## src/sswd_pkg.sv

```systemverilog
// Function
// - a data fall while the clock line is high restarts the watchdog count
// - no start before the selected interval ends drives the reset output active
// - watchdog reset happens only when enabled; disabled, the data line never resets
// - host picks one of three intervals; the choice survives supply cycling
// - reset output is active whenever the supply-low indication is active
// - after supply-low clears, reset stays active until supply is good 250ms
// - reset is active at power-up, released after supply good 200ms (parameter)
// - reset output is open-drain, with build-time active level low or high
// - during power-up reset, bus transactions addressed to the device are refused
// - write-protect pin high with protect enable set blocks control writes
// - period code 00 1.4s, 01 600ms, 10 200ms, 11 disabled (default)
// - reset from low supply or timeout aborts bus traffic; running writes finish
package sswd_pkg;
   // time base
   localparam int CLK_PERIOD_NS = 20;
   localparam int MS_NS = 1000000;
   localparam int TICK_CYCLES = (MS_NS + CLK_PERIOD_NS - 1) / CLK_PERIOD_NS;
   localparam int POR_DELAY_MS = 200;
   localparam int LOW_DELAY_MS = 250;
   localparam int WD_LONG_MS = 1400;
   localparam int WD_MID_MS = 600;
   localparam int WD_SHORT_MS = 200;
   localparam int MS_W = 11;
   localparam int DIV_W = 16;

   // register map, byte addresses
   localparam int ADDR_W = 8;
   localparam logic [7:0] CTRL_OFS = 8'h00;
   localparam logic [7:0] STATUS_OFS = 8'h04;
   localparam logic [7:0] IRQ_STAT_OFS = 8'h08;
   localparam logic [7:0] IRQ_MASK_OFS = 8'h0c;
   localparam logic [7:0] WD_COUNT_OFS = 8'h10;

   // control field positions and reset values
   localparam int PROT_EN_POS = 7;
   localparam int PSEL_HI_POS = 6;
   localparam int PSEL_LO_POS = 5;
   localparam logic [1:0] PSEL_RESET = 2'h3;
   localparam logic [1:0] PSEL_OFF = 2'h3;
   localparam logic PROT_EN_RESET = 1'b0;

   // status bits
   localparam int ST_RESET_POS = 0;
   localparam int ST_LOW_POS = 1;
   localparam int ST_WP_POS = 2;
   localparam int ST_WDEN_POS = 3;
   localparam int ST_POR_POS = 4;

   // event bits
   localparam int EV_W = 3;
   localparam int EV_WD = 0;
   localparam int EV_LOW = 1;
   localparam int EV_BLOCK = 2;

   localparam logic [1:0] RESP_OKAY = 2'h0;
   localparam logic [1:0] RESP_SLVERR = 2'h2;

   typedef enum logic [1:0] {ST_POR, ST_LOW, ST_DELAY, ST_RUN} sswd_state_t;

   // interval in ms for a period code, zero when disabled
   function automatic logic [MS_W-1:0] sswd_wd_limit(input logic [1:0] psel);
      logic [MS_W-1:0] lim;
      lim = '0;
      unique case (psel)
         2'h0: lim = MS_W'(WD_LONG_MS);
         2'h1: lim = MS_W'(WD_MID_MS);
         2'h2: lim = MS_W'(WD_SHORT_MS);
         2'h3: lim = '0;
      endcase
      return lim;
   endfunction

   // true for a mapped register address
   function automatic logic sswd_addr_ok(input logic [ADDR_W-1:0] a);
      return (a == CTRL_OFS) || (a == STATUS_OFS) || (a == IRQ_STAT_OFS) ||
             (a == IRQ_MASK_OFS) || (a == WD_COUNT_OFS);
   endfunction
endpackage

```

## src/sswd_sync.sv

```systemverilog
`timescale 1ns/1ps
`default_nettype none
// three-stage synchroniser; output follows once stages two and three agree
module sswd_sync (
   input wire logic clk,
   input wire logic rst,
   input wire logic pin,
   output logic level
);
   logic s1;
   logic s2;
   logic s3;

   // s1 feeds s2 only, to keep metastability out of the agreement check
   always_ff @(posedge clk or posedge rst) begin
      if (rst) begin
         s1 <= 1'b1;
         s2 <= 1'b1;
         s3 <= 1'b1;
      end else begin
         s1 <= pin;
         s2 <= s1;
         s3 <= s2;
      end
   end

   // filtered level, idle high like the bus lines
   always_ff @(posedge clk or posedge rst) begin
      if (rst) begin
         level <= 1'b1;
      end else if (s2 == s3) begin
         level <= s3;
      end
   end
endmodule
`default_nettype wire

```

## src/sswd_top.sv

```systemverilog
`timescale 1ns/1ps
`default_nettype none
module sswd_top
   import sswd_pkg::*;
#(
   parameter int TICK_CYC = TICK_CYCLES,
   parameter int POR_MS = POR_DELAY_MS,
   parameter int LOW_MS = LOW_DELAY_MS,
   parameter bit RESET_ACTIVE_HIGH = 1'b0
) (
   input wire logic clk,
   input wire logic rst,
   input wire logic scl_in,
   input wire logic sda_in,
   input wire logic wp_in,
   input wire logic supply_low_in,
   input wire logic nv_write_busy,
   output logic sys_reset_o,
   output logic sys_reset_oe,
   output logic bus_enable,
   output logic comm_abort,
   output logic nv_write_permit,
   output logic irq,
   input wire logic [ADDR_W-1:0] s_axi_awaddr,
   input wire logic s_axi_awvalid,
   output logic s_axi_awready,
   input wire logic [31:0] s_axi_wdata,
   input wire logic [3:0] s_axi_wstrb,
   input wire logic s_axi_wvalid,
   output logic s_axi_wready,
   output logic [1:0] s_axi_bresp,
   output logic s_axi_bvalid,
   input wire logic s_axi_bready,
   input wire logic [ADDR_W-1:0] s_axi_araddr,
   input wire logic s_axi_arvalid,
   output logic s_axi_arready,
   output logic [31:0] s_axi_rdata,
   output logic [1:0] s_axi_rresp,
   output logic s_axi_rvalid,
   input wire logic s_axi_rready
);
   localparam logic [DIV_W-1:0] DIV_LAST = DIV_W'(TICK_CYC - 1);
   localparam logic [MS_W-1:0] POR_LAST = MS_W'(POR_MS - 1);
   localparam logic [MS_W-1:0] LOW_LAST = MS_W'(LOW_MS - 1);

   logic scl_f;
   logic sda_f;
   logic wp_f;
   logic low_f;
   logic sda_prev;
   logic start_det;
   logic [DIV_W-1:0] div_cnt;
   logic ms_tick;
   sswd_state_t state;
   sswd_state_t next_state;
   logic [MS_W-1:0] dly_cnt;
   logic [MS_W-1:0] wd_cnt;
   logic [MS_W-1:0] wd_lim;
   logic wd_en;
   logic wd_fire;
   logic reset_active;
   logic [1:0] psel;
   logic prot_en;
   logic [EV_W-1:0] irq_stat;
   logic [EV_W-1:0] irq_mask;
   logic [EV_W-1:0] ev_set;
   logic aw_held;
   logic w_held;
   logic [ADDR_W-1:0] aw_addr_q;
   logic [31:0] w_data_q;
   logic [3:0] w_strb_q;
   logic do_write;
   logic ctrl_wr;
   logic ctrl_blocked;
   logic low_prev;

   // pins from outside the clock domain, scl among them as a sampled level
   logic [3:0] pin_raw;
   logic [3:0] pin_f;
   assign pin_raw = {supply_low_in, wp_in, sda_in, scl_in};
   genvar gi;
   generate
      for (gi = 0; gi < 4; gi++) begin : g_sync
         sswd_sync u_sync (
            .clk(clk),
            .rst(rst),
            .pin(pin_raw[gi]),
            .level(pin_f[gi])
         );
      end
   endgenerate
   assign scl_f = pin_f[0];
   assign sda_f = pin_f[1];
   assign wp_f = pin_f[2];
   assign low_f = pin_f[3];

   // 1 ms enable pulse; all supervisor timing counts these
   always_ff @(posedge clk or posedge rst) begin
      if (rst) begin
         div_cnt <= '0;
      end else if (div_cnt == DIV_LAST) begin
         div_cnt <= '0;
      end else begin
         div_cnt <= div_cnt + 1'b1;
      end
   end
   assign ms_tick = (div_cnt == DIV_LAST);

   // start condition: data falls while clock line is high
   always_ff @(posedge clk or posedge rst) begin
      if (rst) begin
         sda_prev <= 1'b1;
      end else begin
         sda_prev <= sda_f;
      end
   end
   assign start_det = sda_prev && !sda_f && scl_f;

   // reset sequencer: power-up hold, low supply, release delay, running
   always_comb begin
      next_state = state;
      unique case (state)
         ST_POR: begin
            if (!low_f && ms_tick && dly_cnt == POR_LAST) begin
               next_state = ST_RUN;
            end
         end
         ST_LOW: begin
            if (!low_f) begin
               next_state = ST_DELAY;
            end
         end
         ST_DELAY: begin
            if (low_f) begin
               next_state = ST_LOW;
            end else if (ms_tick && dly_cnt == LOW_LAST) begin
               next_state = ST_RUN;
            end
         end
         ST_RUN: begin
            if (low_f) begin
               next_state = ST_LOW;
            end else if (wd_fire) begin
               next_state = ST_DELAY;
            end
         end
      endcase
   end

   always_ff @(posedge clk or posedge rst) begin
      if (rst) begin
         state <= ST_POR;
      end else begin
         state <= next_state;
      end
   end

   // release delay counter, cleared on any state change or low supply
   always_ff @(posedge clk or posedge rst) begin
      if (rst) begin
         dly_cnt <= '0;
      end else if (next_state != state || low_f) begin
         dly_cnt <= '0;
      end else if (ms_tick) begin
         dly_cnt <= dly_cnt + 1'b1;
      end
   end

   // reset level and abort pulse, registered so the pin never glitches
   always_ff @(posedge clk or posedge rst) begin
      if (rst) begin
         reset_active <= 1'b1;
         comm_abort <= 1'b0;
      end else begin
         reset_active <= (next_state != ST_RUN);
         comm_abort <= (state == ST_RUN) && (next_state != ST_RUN);
      end
   end

   // open drain: only ever pulls low, enable follows the variant's polarity
   assign sys_reset_o = 1'b0;
   assign sys_reset_oe = RESET_ACTIVE_HIGH ? !reset_active : reset_active;
   assign bus_enable = !reset_active;
   assign nv_write_permit = !reset_active || nv_write_busy;

   // watchdog: held at zero outside run so each release gives a full interval
   assign wd_lim = sswd_wd_limit(psel);
   assign wd_en = (psel != PSEL_OFF);
   assign wd_fire = (state == ST_RUN) && wd_en && ms_tick && (wd_cnt == wd_lim - 1'b1);

   always_ff @(posedge clk or posedge rst) begin
      if (rst) begin
         wd_cnt <= '0;
      end else if (state != ST_RUN || start_det || !wd_en) begin
         wd_cnt <= '0;
      end else if (ms_tick) begin
         wd_cnt <= wd_cnt + 1'b1;
      end
   end

   // write channels taken independently, committed once both are held
   assign s_axi_awready = !aw_held;
   assign s_axi_wready = !w_held;
   assign do_write = aw_held && w_held && !s_axi_bvalid;

   always_ff @(posedge clk or posedge rst) begin
      if (rst) begin
         aw_held <= 1'b0;
         aw_addr_q <= '0;
      end else if (s_axi_awvalid && s_axi_awready) begin
         aw_held <= 1'b1;
         aw_addr_q <= s_axi_awaddr;
      end else if (do_write) begin
         aw_held <= 1'b0;
      end
   end

   always_ff @(posedge clk or posedge rst) begin
      if (rst) begin
         w_held <= 1'b0;
         w_data_q <= '0;
         w_strb_q <= '0;
      end else if (s_axi_wvalid && s_axi_wready) begin
         w_held <= 1'b1;
         w_data_q <= s_axi_wdata;
         w_strb_q <= s_axi_wstrb;
      end else if (do_write) begin
         w_held <= 1'b0;
      end
   end

   always_ff @(posedge clk or posedge rst) begin
      if (rst) begin
         s_axi_bvalid <= 1'b0;
         s_axi_bresp <= RESP_OKAY;
      end else if (do_write) begin
         s_axi_bvalid <= 1'b1;
         s_axi_bresp <= sswd_addr_ok(aw_addr_q) ? RESP_OKAY : RESP_SLVERR;
      end else if (s_axi_bready) begin
         s_axi_bvalid <= 1'b0;
      end
   end

   // control byte; these bits stand in for nonvolatile cells, so only the
   // chip-level rst clears them and supply cycling leaves them untouched
   assign ctrl_wr = do_write && (aw_addr_q == CTRL_OFS) && w_strb_q[0];
   assign ctrl_blocked = wp_f && prot_en;

   always_ff @(posedge clk or posedge rst) begin
      if (rst) begin
         psel <= PSEL_RESET;
         prot_en <= PROT_EN_RESET;
      end else if (ctrl_wr && !ctrl_blocked) begin
         psel <= {w_data_q[PSEL_HI_POS], w_data_q[PSEL_LO_POS]};
         prot_en <= w_data_q[PROT_EN_POS];
      end
   end

   // events; a set in the same cycle as a one-write wins over the clear
   always_ff @(posedge clk or posedge rst) begin
      if (rst) begin
         low_prev <= 1'b1; // filtered level idles high after rst, so no false rise
      end else begin
         low_prev <= low_f;
      end
   end
   always_comb begin
      ev_set = '0;
      ev_set[EV_WD] = wd_fire;
      ev_set[EV_LOW] = low_f && !low_prev;
      ev_set[EV_BLOCK] = ctrl_wr && ctrl_blocked;
   end

   always_ff @(posedge clk or posedge rst) begin
      if (rst) begin
         irq_stat <= '0;
      end else if (do_write && aw_addr_q == IRQ_STAT_OFS && w_strb_q[0]) begin
         irq_stat <= (irq_stat & ~w_data_q[EV_W-1:0]) | ev_set;
      end else begin
         irq_stat <= irq_stat | ev_set;
      end
   end

   always_ff @(posedge clk or posedge rst) begin
      if (rst) begin
         irq_mask <= '0;
      end else if (do_write && aw_addr_q == IRQ_MASK_OFS && w_strb_q[0]) begin
         irq_mask <= w_data_q[EV_W-1:0];
      end
   end

   always_ff @(posedge clk or posedge rst) begin
      if (rst) begin
         irq <= 1'b0;
      end else begin
         irq <= |(irq_stat & irq_mask);
      end
   end

   // read channel: one-cycle answer, data registered
   assign s_axi_arready = !s_axi_rvalid;

   always_ff @(posedge clk or posedge rst) begin
      if (rst) begin
         s_axi_rvalid <= 1'b0;
         s_axi_rdata <= '0;
         s_axi_rresp <= RESP_OKAY;
      end else if (s_axi_arvalid && s_axi_arready) begin
         s_axi_rvalid <= 1'b1;
         s_axi_rresp <= sswd_addr_ok(s_axi_araddr) ? RESP_OKAY : RESP_SLVERR;
         s_axi_rdata <= '0;
         unique case (s_axi_araddr)
            CTRL_OFS: begin
               s_axi_rdata[PROT_EN_POS] <= prot_en;
               s_axi_rdata[PSEL_HI_POS] <= psel[1];
               s_axi_rdata[PSEL_LO_POS] <= psel[0];
            end
            STATUS_OFS: begin
               s_axi_rdata[ST_RESET_POS] <= reset_active;
               s_axi_rdata[ST_LOW_POS] <= low_f;
               s_axi_rdata[ST_WP_POS] <= wp_f;
               s_axi_rdata[ST_WDEN_POS] <= wd_en;
               s_axi_rdata[ST_POR_POS] <= (state == ST_POR);
            end
            IRQ_STAT_OFS: s_axi_rdata[EV_W-1:0] <= irq_stat;
            IRQ_MASK_OFS: s_axi_rdata[EV_W-1:0] <= irq_mask;
            WD_COUNT_OFS: s_axi_rdata[MS_W-1:0] <= wd_cnt;
            default: s_axi_rdata <= '0;
         endcase
      end else if (s_axi_rready) begin
         s_axi_rvalid <= 1'b0;
      end
   end

   // checks
   a_start_restarts: assert property (@(posedge clk) disable iff (rst)
      start_det |=> wd_cnt == '0)
      else $error("start condition did not restart watchdog");
   a_wd_reset: assert property (@(posedge clk) disable iff (rst)
      wd_fire && !low_f |=> reset_active && state == ST_DELAY)
      else $error("watchdog expiry did not assert reset");
   a_wd_off_quiet: assert property (@(posedge clk) disable iff (rst)
      (psel == PSEL_OFF) && state == ST_RUN && !low_f |=> !reset_active)
      else $error("watchdog fired while disabled");
   a_nv_kept: assert property (@(posedge clk) disable iff (rst)
      !ctrl_wr |=> $stable(psel) && $stable(prot_en))
      else $error("period select changed without a write");
   a_low_resets: assert property (@(posedge clk) disable iff (rst)
      low_f |=> reset_active ##1 reset_active)
      else $error("low supply did not hold reset");
   a_release_timed: assert property (@(posedge clk) disable iff (rst)
      $fell(reset_active) |-> $past(dly_cnt) == LOW_LAST || $past(dly_cnt) == POR_LAST)
      else $error("reset released before its delay");
   a_por_hold: assert property (@(posedge clk) disable iff (rst)
      state == ST_POR |-> reset_active)
      else $error("reset not active in power-up phase");
   a_pin_level: assert property (@(posedge clk) disable iff (rst)
      sys_reset_oe == (reset_active ^ RESET_ACTIVE_HIGH) && !sys_reset_o)
      else $error("reset pin enable disagrees with polarity");
   a_bus_refused: assert property (@(posedge clk) disable iff (rst)
      reset_active |-> !bus_enable)
      else $error("bus enabled during reset");
   a_wp_blocks: assert property (@(posedge clk) disable iff (rst)
      ctrl_wr && ctrl_blocked |=> $stable(psel) && irq_stat[EV_BLOCK])
      else $error("protected control write took effect");
   a_period_code: assert property (@(posedge clk) disable iff (rst)
      psel == 2'h2 |-> wd_lim == MS_W'(WD_SHORT_MS))
      else $error("period code decodes wrongly");
   a_abort_pulse: assert property (@(posedge clk) disable iff (rst)
      $rose(reset_active) |-> comm_abort ##1 !comm_abort)
      else $error("reset entry without abort pulse");
   a_delay_restart: assert property (@(posedge clk) disable iff (rst)
      state == ST_DELAY && low_f |=> dly_cnt == '0 && state == ST_LOW)
      else $error("release delay not restarted");
   a_release_full: assert property (@(posedge clk) disable iff (rst)
      $fell(reset_active) |-> wd_cnt == '0)
      else $error("watchdog not restarted at release");
endmodule
`default_nettype wire

```

## config.mk

```make
export PLATFORM = sky130hd
export DESIGN_NAME = sswd_top
export DESIGN_NICKNAME = d
export VERILOG_FILES = /design/src/sswd_pkg.sv /design/src/sswd_sync.sv /design/src/sswd_top.sv
export SDC_FILE = /design/constraint.sdc
export NUM_CORES = 1
export LEC_CHECK = 0
export BUFFER_PORTS_ARGS = -buffer_cell sky130_fd_sc_hd__buf_2
export CORE_AREA = 2 2 98 100
export CTS_CLUSTER_DIAMETER = 100
export CTS_CLUSTER_SIZE = 40
export DETAILED_ROUTE_END_ITERATION = 8
export DIE_AREA = 0 0 100 102
export PLACE_DENSITY = 0.8
export SYNTH_ARGS = -nofsm -noshare
export SYNTH_HDL_FRONTEND = slang
export SYNTH_HIERARCHICAL = 1
export SYNTH_SLANG_ARGS = --single-unit
```

## constraint.sdc

```tcl
create_clock -name clk -period 3.5 [get_ports clk]
set_clock_uncertainty 0.1 [all_clocks]
set_input_delay 0.7 -clock clk [delete_from_list [all_inputs] [get_ports clk]]
set_output_delay 0.7 -clock clk [all_outputs]
set_load 0.05 [all_outputs]
```

# == Word-level counts from Yosys, hierarchy flattened ==
# Cells that the tools add are included.
# word_totals
wordCells,158
out_inout_bits,47
ff_bits,106
inputBits,64
# classes
n_mux,27
eq_ne,26
bitwise,5
n_addsub,4
n_reduce_logical,57
# op_table
cell,count
2-to-1 mux 11 bit,4
case mux 11 bit (4 select lines),1
"equality test 8 x 4 -> 1 bit, second input constant",4
logical AND 1 bit,24
"adder 11 x 1 -> 11 bit, second input constant",2
"equality test 11 x 8 -> 1 bit, second input constant",2
"adder 16 x 1 -> 16 bit, second input constant",1
"equality test 16 bit, second input constant",1
"equality test 8 x 3 -> 1 bit, second input constant",2
"equality test 8 x 5 -> 1 bit, second input constant",2
zero test 8 bit,2
2-to-1 mux 16 bit,1
2-to-1 mux 2 bit,8
logical OR 1 bit,12
case mux 3 bit (4 select lines),1
nonzero test 2 bit,6
equality test 11 bit,1
"subtractor 11 x 1 -> 11 bit, second input constant",1
zero test 1 bit,10
"equality test 2 bit, second input constant",4
case mux 2 bit (4 select lines),1
2-to-1 mux 1 bit,7
bitwise AND 3 bit,2
2-to-1 mux 3 bit,2
other kinds (10),18

# == Depth between registers and ports, before layout ==
# Gate-level depths: netlist of the first run.
# depth
depth_word,11
ltp_mapped,8
ltp_nobuf,7

# == By module ==
# The synthesis of the first run kept the hierarchy.
# by_module_without_submodules
mod,cells_each,seq_area_each_um2,area_per_inst_um2,n_inst
sswd_top,420,2158.3,4352.9,1
sswd_sync,6,105.1,120.1,4

# == Worst setup path before layout of the first run ==
# Ideal clock, no wire load.
# synth_timing
path_kind,register to register
start,register psel[0]
end,register dly_cnt[2]
required_time_ns,3.328
period_less_slack_ns,2.131
setup_slack_ns,1.369
setup_ns,0.072
path_stages_with_launch,9
t_arrival_ns,1.960
path_buffers,1
path_cell_list,dfstp_2 > inv_1 > ha_1 > and4_1 > o2111ai_1 > nor4_4 > o32a_2 > buf_6 > nor2_1
# synth_between
elab_chain_cells,11
word_cells_on_any_way,18
classes_between,add/sub: 1; eq/ne: 6; mux: 5; reduce/logical: 6
# synth_lines
element,line_no,rtl
start: declaration,sswd_top.sv:62,logic [1:0] psel;
start signal: assignment,sswd_top.sv:254,"psel <= {w_data_q[PSEL_HI_POS], w_data_q[PSEL_LO_POS]};"
"equality test 2 bit, or another cell as far along",sswd_pkg.sv:65,unique case (psel)
case mux 11 bit (4 select lines),sswd_pkg.sv:65,
subtractor 11 x 1 -> 11 bit,sswd_top.sv:189,assign wd_fire = (state == ST_RUN) && wd_en && ms_tick && (wd_cnt == wd_lim - 1'b1);
equality test 11 bit,sswd_top.sv:189,
logical AND 1 bit *,sswd_top.sv:189,
2-to-1 mux 2 bit *,sswd_top.sv:143,end else if (wd_fire) begin
2-to-1 mux 2 bit *,sswd_top.sv:141,if (low_f) begin
case mux 2 bit (4 select lines) *,sswd_top.sv:122,unique case (state)
!= test 2 bit *,sswd_top.sv:162,end else if (next_state != state || low_f) begin
logical OR 1 bit *,sswd_top.sv:162,
2-to-1 mux 11 bit or nonzero test 2 bit (tied branches),-,
end signal: assignment,sswd_top.sv:165,dly_cnt <= dly_cnt + 1'b1;
end: declaration,sswd_top.sv:56,logic [MS_W-1:0] dly_cnt;
# Mark *: on every way between the ends. The rest lies on a longest branch, timed or not. The select of a mux whose other input is x is not followed.
# A chain may end at the register's enable or synchronous reset.

# == Worst setup path in the final report of the first run ==
# layout_timing
start,register psel[0]
end,register dly_cnt[1]
# Same word-level chain as after synthesis.

==> impl_metrics.env, run 1 <==
export IMPL_finalCritPeriodShare_pct=71.19
export IMPL_pwr_share_comb_pct=20.0
export IMPL_synth_edf_count=0
export IMPL_cts_buffer_depth=2
export IMPL_synth_flop_cell="dfrtp_1"
export IMPL_cap_violations=0
export IMPL_yosys_warnings=6
export IMPL_viasPerCell=5.433
export IMPL_endpoint_kind="register"
export IMPL_sw_frac_of_total_pct=33.89
export IMPL_status="finished clean"
export IMPL_period_minus_slack_ns=2.492
export IMPL_cts_clk_slew_worst_paths_ns=0.12
export IMPL_yosys_area_share_simple_pct=18.69
export IMPL_crit_buf_inv=1
export IMPL_place_inst=600
export IMPL_grt_pass1_wl_mm=15.13
export IMPL_synth_compound_area_share_pct=6.161
export IMPL_slew_violations=0
export IMPL_dieArea_um2=10200
export IMPL_rows=35
export IMPL_numCtsBuffers=9
export IMPL_gp_congestion=0.8188
export IMPL_p_leak_uw=0.002505
export IMPL_place_hpwl_mm=6.549
export IMPL_dr_wl_met3_um=415
export IMPL_grt_ovfl_total=0
export IMPL_clkSinkCount=102
export IMPL_max_freq_ghz=0.4013
export IMPL_post_cts_buffers=0
export IMPL_setup_viol=0
export IMPL_drt_wl_total_mm=9.059
export IMPL_synth_xor_area_share_pct=6.523
export IMPL_drive_gt1_share_pct=26.73
export IMPL_dieWidth_um=100
export IMPL_seq_area_um2=2579
export IMPL_wl_per_cell_um=14.71
export IMPL_drc=0
export IMPL_rsz0062_at_grt="no"
export IMPL_cts_root_buffer="clkbuf_8"
export IMPL_slew_headroom_pct=37.48
export IMPL_syn_avg_cell_area_um2=10.89
export IMPL_r2r_cells=7
export IMPL_antenna_found_initial=0
export IMPL_fin_cells=616
export IMPL_wl_met2_mm=4.543
export IMPL_n_antenna_cell=0
export IMPL_peakVddDrop_v=0.0003870
export IMPL_path_class="reg -> reg"
export IMPL_cts_resized_gates=0
export IMPL_p_int_uw=1827
export IMPL_p_sw_uw=936.7
export IMPL_wirelength_met1_mm=3.966
export IMPL_worstSetupStartpointType="register"
export IMPL_synth_fa_ha_area_share_pct=2.744
export IMPL_pwr_share_clk_pct=27.2
export IMPL_min_path_type="reg -> reg"
export IMPL_power_density_nw_per_um2=517.4
export IMPL_die_y_um=102
export IMPL_initial_utilization_pct=53.06
export IMPL_hold_viol=0
export IMPL_grt_max_degree=45
export IMPL_p_total_uw=2764
export IMPL_cp_data_required_time_ns=3.67
export IMPL_insertion_delay_ns=0.37
export IMPL_multi_input_area_um2=2017
export IMPL_crit_chain="inv_1 -> ha_1 -> and4_1 -> o2111ai_1 -> nor4_4 -> o32a_2 -> a211oi_1"
export IMPL_max_slew_worst_pin_slew_ns=0.9292
export IMPL_cts_tree="done"
export IMPL_drt_iter0_markers=194
export IMPL_portBuffers=57
export IMPL_highest_layer="met4"
export IMPL_core_area_um2=9109
export IMPL_crit_family="compound AO/OA/AOI/OAI gates"
export IMPL_postSynthCellCount=444
export IMPL_nFillCells=777
export IMPL_num_vias=3347
export IMPL_async_flop_share_pct=100.0
export IMPL_grt_usage_pct=18.63
export IMPL_nets=571
export IMPL_critPathMaxFanout=11
export IMPL_pwr_share_seq_pct=52.7
export IMPL_first_pass_iters=4
export IMPL_synth_seq_cells=102
export IMPL_r2r_setup_slack_ns=1.01
export IMPL_holdPathStages=0
export IMPL_route_antenna_remaining_nets=0
export IMPL_syn_to_final_growth_pct=10.54
export IMPL_synth_top_family_by_area="simple AND/OR/NAND/NOR gates"
export IMPL_r2r_start="psel[0]"
export IMPL_setup_tns_ns=0
export IMPL_h_tree_depth=3
export IMPL_critical_path_slowest_cell="dfstp_2"
export IMPL_min_from="g_sync[3].u_sync/s1"
export IMPL_critPathMaxStageDelay_ns=0.60
export IMPL_cp_arrival_ns=2.66
export IMPL_synth_mux_area_share_pct=5.747
export IMPL_ys_seq_area_share_pct=53.35
export IMPL_cts_hold_buf=0
export IMPL_hold_end="g_sync[3].u_sync/s2"
export IMPL_grt_pass1_vias=3259
export IMPL_r2r_end="dly_cnt[1]"
export IMPL_syn_area_um2=4833
export IMPL_pin_count=111
export IMPL_synth_distinct_cells=55
-- power by group through the flow --
| stage | sequential [µW] | combinational (µW) | clock, µW |
|---|---|---|---|
| global route | 1480 | 603 | 815 |
| finish | 1460 | 553 | 753 |
| floorplan | 1520 | 400 | 0 |
| global placement | 1470 | 543 | 0 |
| detailed placement | 1480 | 559 | 0 |
| CTS | 1460 | 560 | 773 |
-- kinds of logic (layout without fill, tap and decap cells) --
group / Yosys count / count (layout)
simple gates: 166 / 166
xor+xnor: 36 / 36
mux: 25 / 25
fa+ha+maj: 11 / 11
compound gates: 44 / 44
other cells: 1 / 24
buf+inv: 59 / 97
flops: 102 / 102
-- final cells by class --
cell class,count,share of cell area [%]
Clock buffer,9,2.319
Clock inverter,7,1.569
Inverter,21,1.499
Multi-Input combinational cell,306,37.75
Sequential cell,102,48.27
Tap cell,111,2.600
Timing Repair Buffer,60,5.995
-- Yosys cell counts (2+ instances only) --
master / number / area share, %
dfrtp_1: 81 / 42
nor2_1: 48 / 3.7
nand2_1: 33 / 2.6
buf_4: 24 / 3.7
xor2_1: 22 / 4.0
dfstp_2: 21 / 11
inv_1: 21 / 1.6
mux2_2: 21 / 4.9
o21ai_0: 17 / 1.8
nand3_1: 15 / 1.6
xnor2_1: 14 / 2.5
nand4_1: 11 / 1.4
and3_1: 10 / 1.3
nor3_1: 10 / 1.0
clkbuf_1: 9 / 0.70
ha_1: 7 / 1.8
nor2b_1: 7 / 0.91
and4_1: 5 / 0.91
a21oi_1: 4 / 0.41
buf_2: 4 / 0.41
maj3_2: 4 / 0.93
nand2b_1: 4 / 0.52
nor4_1: 4 / 0.52
a221oi_1: 3 / 0.54
a22o_1: 3 / 0.54
mux2i_1: 3 / 0.62
nand4b_1: 3 / 0.54
a21o_1: 2 / 0.31
a31oi_1: 2 / 0.26
and2_1: 2 / 0.26
and4bb_2: 2 / 0.52
nand2_2: 2 / 0.26
nor4_4: 2 / 0.88
o21a_1: 2 / 0.31
o31ai_1: 2 / 0.31
-- state kept, by name (all words and copies together), names as in the netlist, 2 cells and up --
| name | cells |
|---|---|
| s_axi_rdata | 11 |
| g_sync.u_sync/level | 4 |
| irq_mask | 3 |
| state | 2 |
| w_data_q | 6 |
| psel | 2 |
| irq_stat | 3 |
| g_sync.u_sync/s2 | 4 |
| div_cnt | 16 |
| wd_cnt | 11 |
| g_sync.u_sync/s3 | 4 |
| aw_addr_q | 8 |
| g_sync.u_sync/s1 | 4 |
| dly_cnt | 11 |
-- how the worst max path moves through the flow --
| stage | depth (start not counted) | from | end | slack, ns |
|---|---|---|---|---|
| after floorplan | 1 | rst | aw_addr_q[0] | 0.49 |
| after global placement | 7 | psel[0] | dly_cnt[1] | 1.11 |
| after detailed placement | 7 | psel[0] | dly_cnt[1] | 1.03 |
| after CTS | 7 | psel[0] | dly_cnt[1] | 0.99 |
| after global routing | 7 | div_cnt[0] | dly_cnt[10] | 0.85 |
| final | 7 | psel[0] | dly_cnt[1] | 1.01 |
-- per-layer routing --
layer	up-vias	track usage [%]
met1	1653	24.64
met2	98	31.65
met4	0	5.901
met3	11	3.352
met5	-	0
li1	1585	-
-- metrics by stage --
stage / utilization [%] / setup slack [ns] / hold WS [ns] / instance area, µm²
3_5_place_dp: 56.37 / 1.033 / 0.2472 / 5135
3_3_place_gp: 56.37 / 1.110 / 0.2458 / 5135
4_1_cts: 58.65 / 0.9939 / 0.2639 / 5343
2_1_floorplan: - / 0.4864 / 0.2452 / 4920
6_report: 58.65 / 1.008 / 0.2618 / 5343
5_1_grt: 58.65 / 0.8458 / 0.2690 / 5343
-- placed cells by master (no fill, tap or decap), types with 4 or more instances in the layout --
cell,count
nand4_1,11
and3_1,10
o21ai_0,17
dfrtp_1,81
xnor2_1,14
xor2_1,22
dfstp_2,21
nor3_1,10
buf_2,57
conb_1,24
ha_1,7
clkbuf_8,9
mux2_2,21
nor4_1,4
nand2_1,33
a21oi_1,4
maj3_2,4
nor2_1,48
nand3_1,15
nor2b_1,7
nand2b_1,4
and4_1,5
inv_1,20
(Power assumes the default switching activity.)
==> inputs of run 2 (changes only) <==
Settings changed: ABC_AREA from default to 1, CORE_AREA 2 2 98 100 to 2 2 105 107, DIE_AREA 0 0 100 102 to 0 0 107 109, PLACE_DENSITY 0.8 to 0.76.
Clock period 3.5 ns to 2.05 ns, I/O delays scaled along.
==> impl_metrics.env, run 2 <==
export IMPL_cts_clk_slew_worst_paths_ns=0.10
export IMPL_met3_usage_pct=4.244
export IMPL_die_y_um=109
export IMPL_n_antenna_cell=0
export IMPL_synth_distinct_cells=38
export IMPL_drc=0
export IMPL_grt_max_degree=48
export IMPL_initial_utilization_pct=47.79
export IMPL_setup_viol=11
export IMPL_grt_ovfl_total=0
export IMPL_grt_pass1_vias=3923
export IMPL_path_class="reg -> reg"
export IMPL_endpoint_kind="register"
export IMPL_met2_usage_pct=32.17
export IMPL_setup_tns_ns=-0.7238
export IMPL_final_cell_mix="nand2_1, dfrtp_1, inv_1"
export IMPL_pre_cts_slack_ns=-0.07330
export IMPL_syn_avg_cell_area_um2=8.531
export IMPL_worstSetupStartpointType="register"
export IMPL_synth_flop_cell="dfrtp_1"
export IMPL_cp_data_required_time_ns=2.22
export IMPL_async_flop_share_pct=100.0
export IMPL_num_vias=3995
export IMPL_min_path_type="in -> reg"
export IMPL_nets=753
export IMPL_hold_ws_ns=0.02350
export IMPL_cts_tree="done"
export IMPL_top_usage_layer="met2"
export IMPL_drt_iter0_markers=189
export IMPL_slew_violations=0
export IMPL_finalCritPeriodShare_pct=103.4
export IMPL_pwr_share_clk_pct=25.6
export IMPL_gp_congestion=0.8375
export IMPL_cts_buffer_depth=2
export IMPL_viasPerCell=4.831
export IMPL_synth_common_cells="nand2_1, dfrtp_1, inv_1"
export IMPL_postSynthCellCount=594
export IMPL_grt_util_met1_pct=23.05
export IMPL_period_minus_slack_ns=2.119
export IMPL_rows=38
export IMPL_synth_top_area_cell="dfrtp_1"
export IMPL_nFillCells=960
export IMPL_clkSinkCount=102
export IMPL_dieArea_um2=11660
export IMPL_pwr_share_seq_pct=52.0
export IMPL_synth_area_leaders="dfrtp_1, dfstp_2, nand2_1"
export IMPL_cap_violations=0
export IMPL_route_antenna_remaining_nets=0
export IMPL_hold_viol=0
export IMPL_cp_arrival_ns=2.29
export IMPL_p_sw_uw=1590
export IMPL_dieWidth_um=107
export IMPL_violations="setup timing"
export IMPL_p_leak_uw=0.002854
export IMPL_synth_edf_count=0
export IMPL_regMostFlops="div_cnt"
export IMPL_place_hpwl_mm=7.618
export IMPL_drt_wl_total_mm=10.19
export IMPL_synth_seq_cells=102
export IMPL_peakVddDrop_v=0.0008200
export IMPL_first_pass_iters=5
export IMPL_h_tree_depth=3
export IMPL_drive_gt1_share_pct=27.51
export IMPL_syn_area_um2=5067
export IMPL_pin_count=111
export IMPL_grt_pass1_wl_mm=17.16
export IMPL_sw_frac_of_total_pct=34.18
export IMPL_largest_reg_flops=16
export IMPL_core_area_um2=10600
export IMPL_antenna_found_initial=0
export IMPL_numCtsBuffers=9
export IMPL_p_int_uw=3062
export IMPL_pwr_share_comb_pct=22.4
export IMPL_ys_seq_area_share_pct=50.89
export IMPL_synth_most_common_cell="nand2_1"
export IMPL_layout_setup_ws_ns=-0.06937
export IMPL_yosys_warnings=6
export IMPL_critPathMaxFanout=6
export IMPL_wl_per_cell_um=12.32
export IMPL_power_density_nw_per_um2=785.0
export IMPL_grt_usage_pct=18.59
export IMPL_cts_root_buffer="clkbuf_8"
export IMPL_final_common_cell="nand2_1"
export IMPL_rsz0062_at_grt="yes"
export IMPL_status="finished with violations"
export IMPL_portBuffers=57
export IMPL_synth_top_area_share_pct=40.00
export IMPL_syn_to_final_growth_pct=16.94
export IMPL_max_freq_ghz=0.4718
export IMPL_insertion_delay_ns=0.37
==> run 2: power groups by stage <==
| stage | registers, µW | logic (µW) | clock network (µW) |
|---|---|---|---|
| final | 2420 | 1040 | 1190 |
| after CTS | 2420 | 1050 | 1220 |
| after global placement | 2440 | 991 | 0 |
| after floorplan | 2560 | 678 | 0 |
| after detailed placement | 2460 | 1030 | 0 |
| after global routing | 2450 | 1140 | 1290 |
==> run 2: logic make-up (layout without fill, tap and decap cells) <==
family                   after synthesis  in the layout  share of synthesized area [%]
multiplexers                           9              9                          2.000
XOR/XNOR                              13             13                          2.247
adder cells (fa/ha/maj)                7              7                          1.728
AND/OR/NAND/NOR                      281            281                          25.58
AO/OA/AOI/OAI                         67             67                          7.111
other                                  1             24                        0.07400
buffers and inverters                114            184                          10.37
flip-flops                           102            102                          50.89
==> run 2: layout make-up <==
class / count / area [µm²] / area share, %
Tap cell: 140 / 175.2 / 2.956
Clock buffer: 9 / 123.9 / 2.090
Sequential cell: 102 / 2579 / 43.52
Inverter: 85 / 322.8 / 5.448
Clock inverter: 7 / 57.56 / 0.9713
Timing Repair Buffer: 83 / 531.8 / 8.974
Multi-Input combinational cell: 401 / 2136 / 36.04
==> run 2: critical path, cell delays in order (launching register included) <==
cell	delay (ns)
dfstp_2	0.55
inv_2	0.05
ha_4	0.28
inv_2	0.04
nand2_2	0.04
nand2_1	0.05
nor2_1	0.07
nand2_1	0.06
nor2_2	0.14
nand3_2	0.08
nand2_2	0.11
nand3_2	0.08
nand2_2	0.07
inv_2	0.04
nand2_4	0.08
buf_12	0.13
nor2_2	0.03
==> run 2: stage by stage <==
| step | instance area, µm² | instances | power (µW) | util, % |
|---|---|---|---|---|
| floorplan | 5174 | 617 | 3242 | - |
| global placement | 5599 | 805 | 3436 | 52.81 |
| detailed placement | 5599 | 805 | 3484 | 52.81 |
| CTS | 5828 | 823 | 4684 | 54.97 |
| global route | 5926 | 827 | 4887 | 55.89 |
| finish | 5926 | 827 | 4652 | 55.89 |
==> run 2: repair_timing <==
item / CTS / global route
hold buffers: 1 / 0
setup buffers: 0 / 4
hold endpoints to repair: 10 / 0
pin swaps: 2 / 6
endpoints found under the setup margin: 12 / 18
gates resized for setup: 6 / 17
cloned: 1 / 0
==> run 2: per-layer routing <==
metal / vias to the layer above / part of all wire [%]
met2: 78 / 50
met3: 14 / 4.3
met1: 1908 / 44
met4: 0 / 1.3
met5: - / 0
li1: 1995 / -
==> run 2: final timing paths <==
path                       slack, ns             endpoint           startpoint  depth (start not counted)
setup / recovery               -0.07          dly_cnt[10]              psel[0]                         16
hold / removal                  0.02  g_sync[2].u_sync/s1                wp_in                          1
setup reg to reg               -0.07          dly_cnt[10]              psel[0]                         16
hold reg to reg                 0.26  g_sync[3].u_sync/s2  g_sync[3].u_sync/s1                          0
max in group asynchronous       0.82             sda_prev                  rst                          4
min in group asynchronous       0.47          w_strb_q[0]                  rst                          3
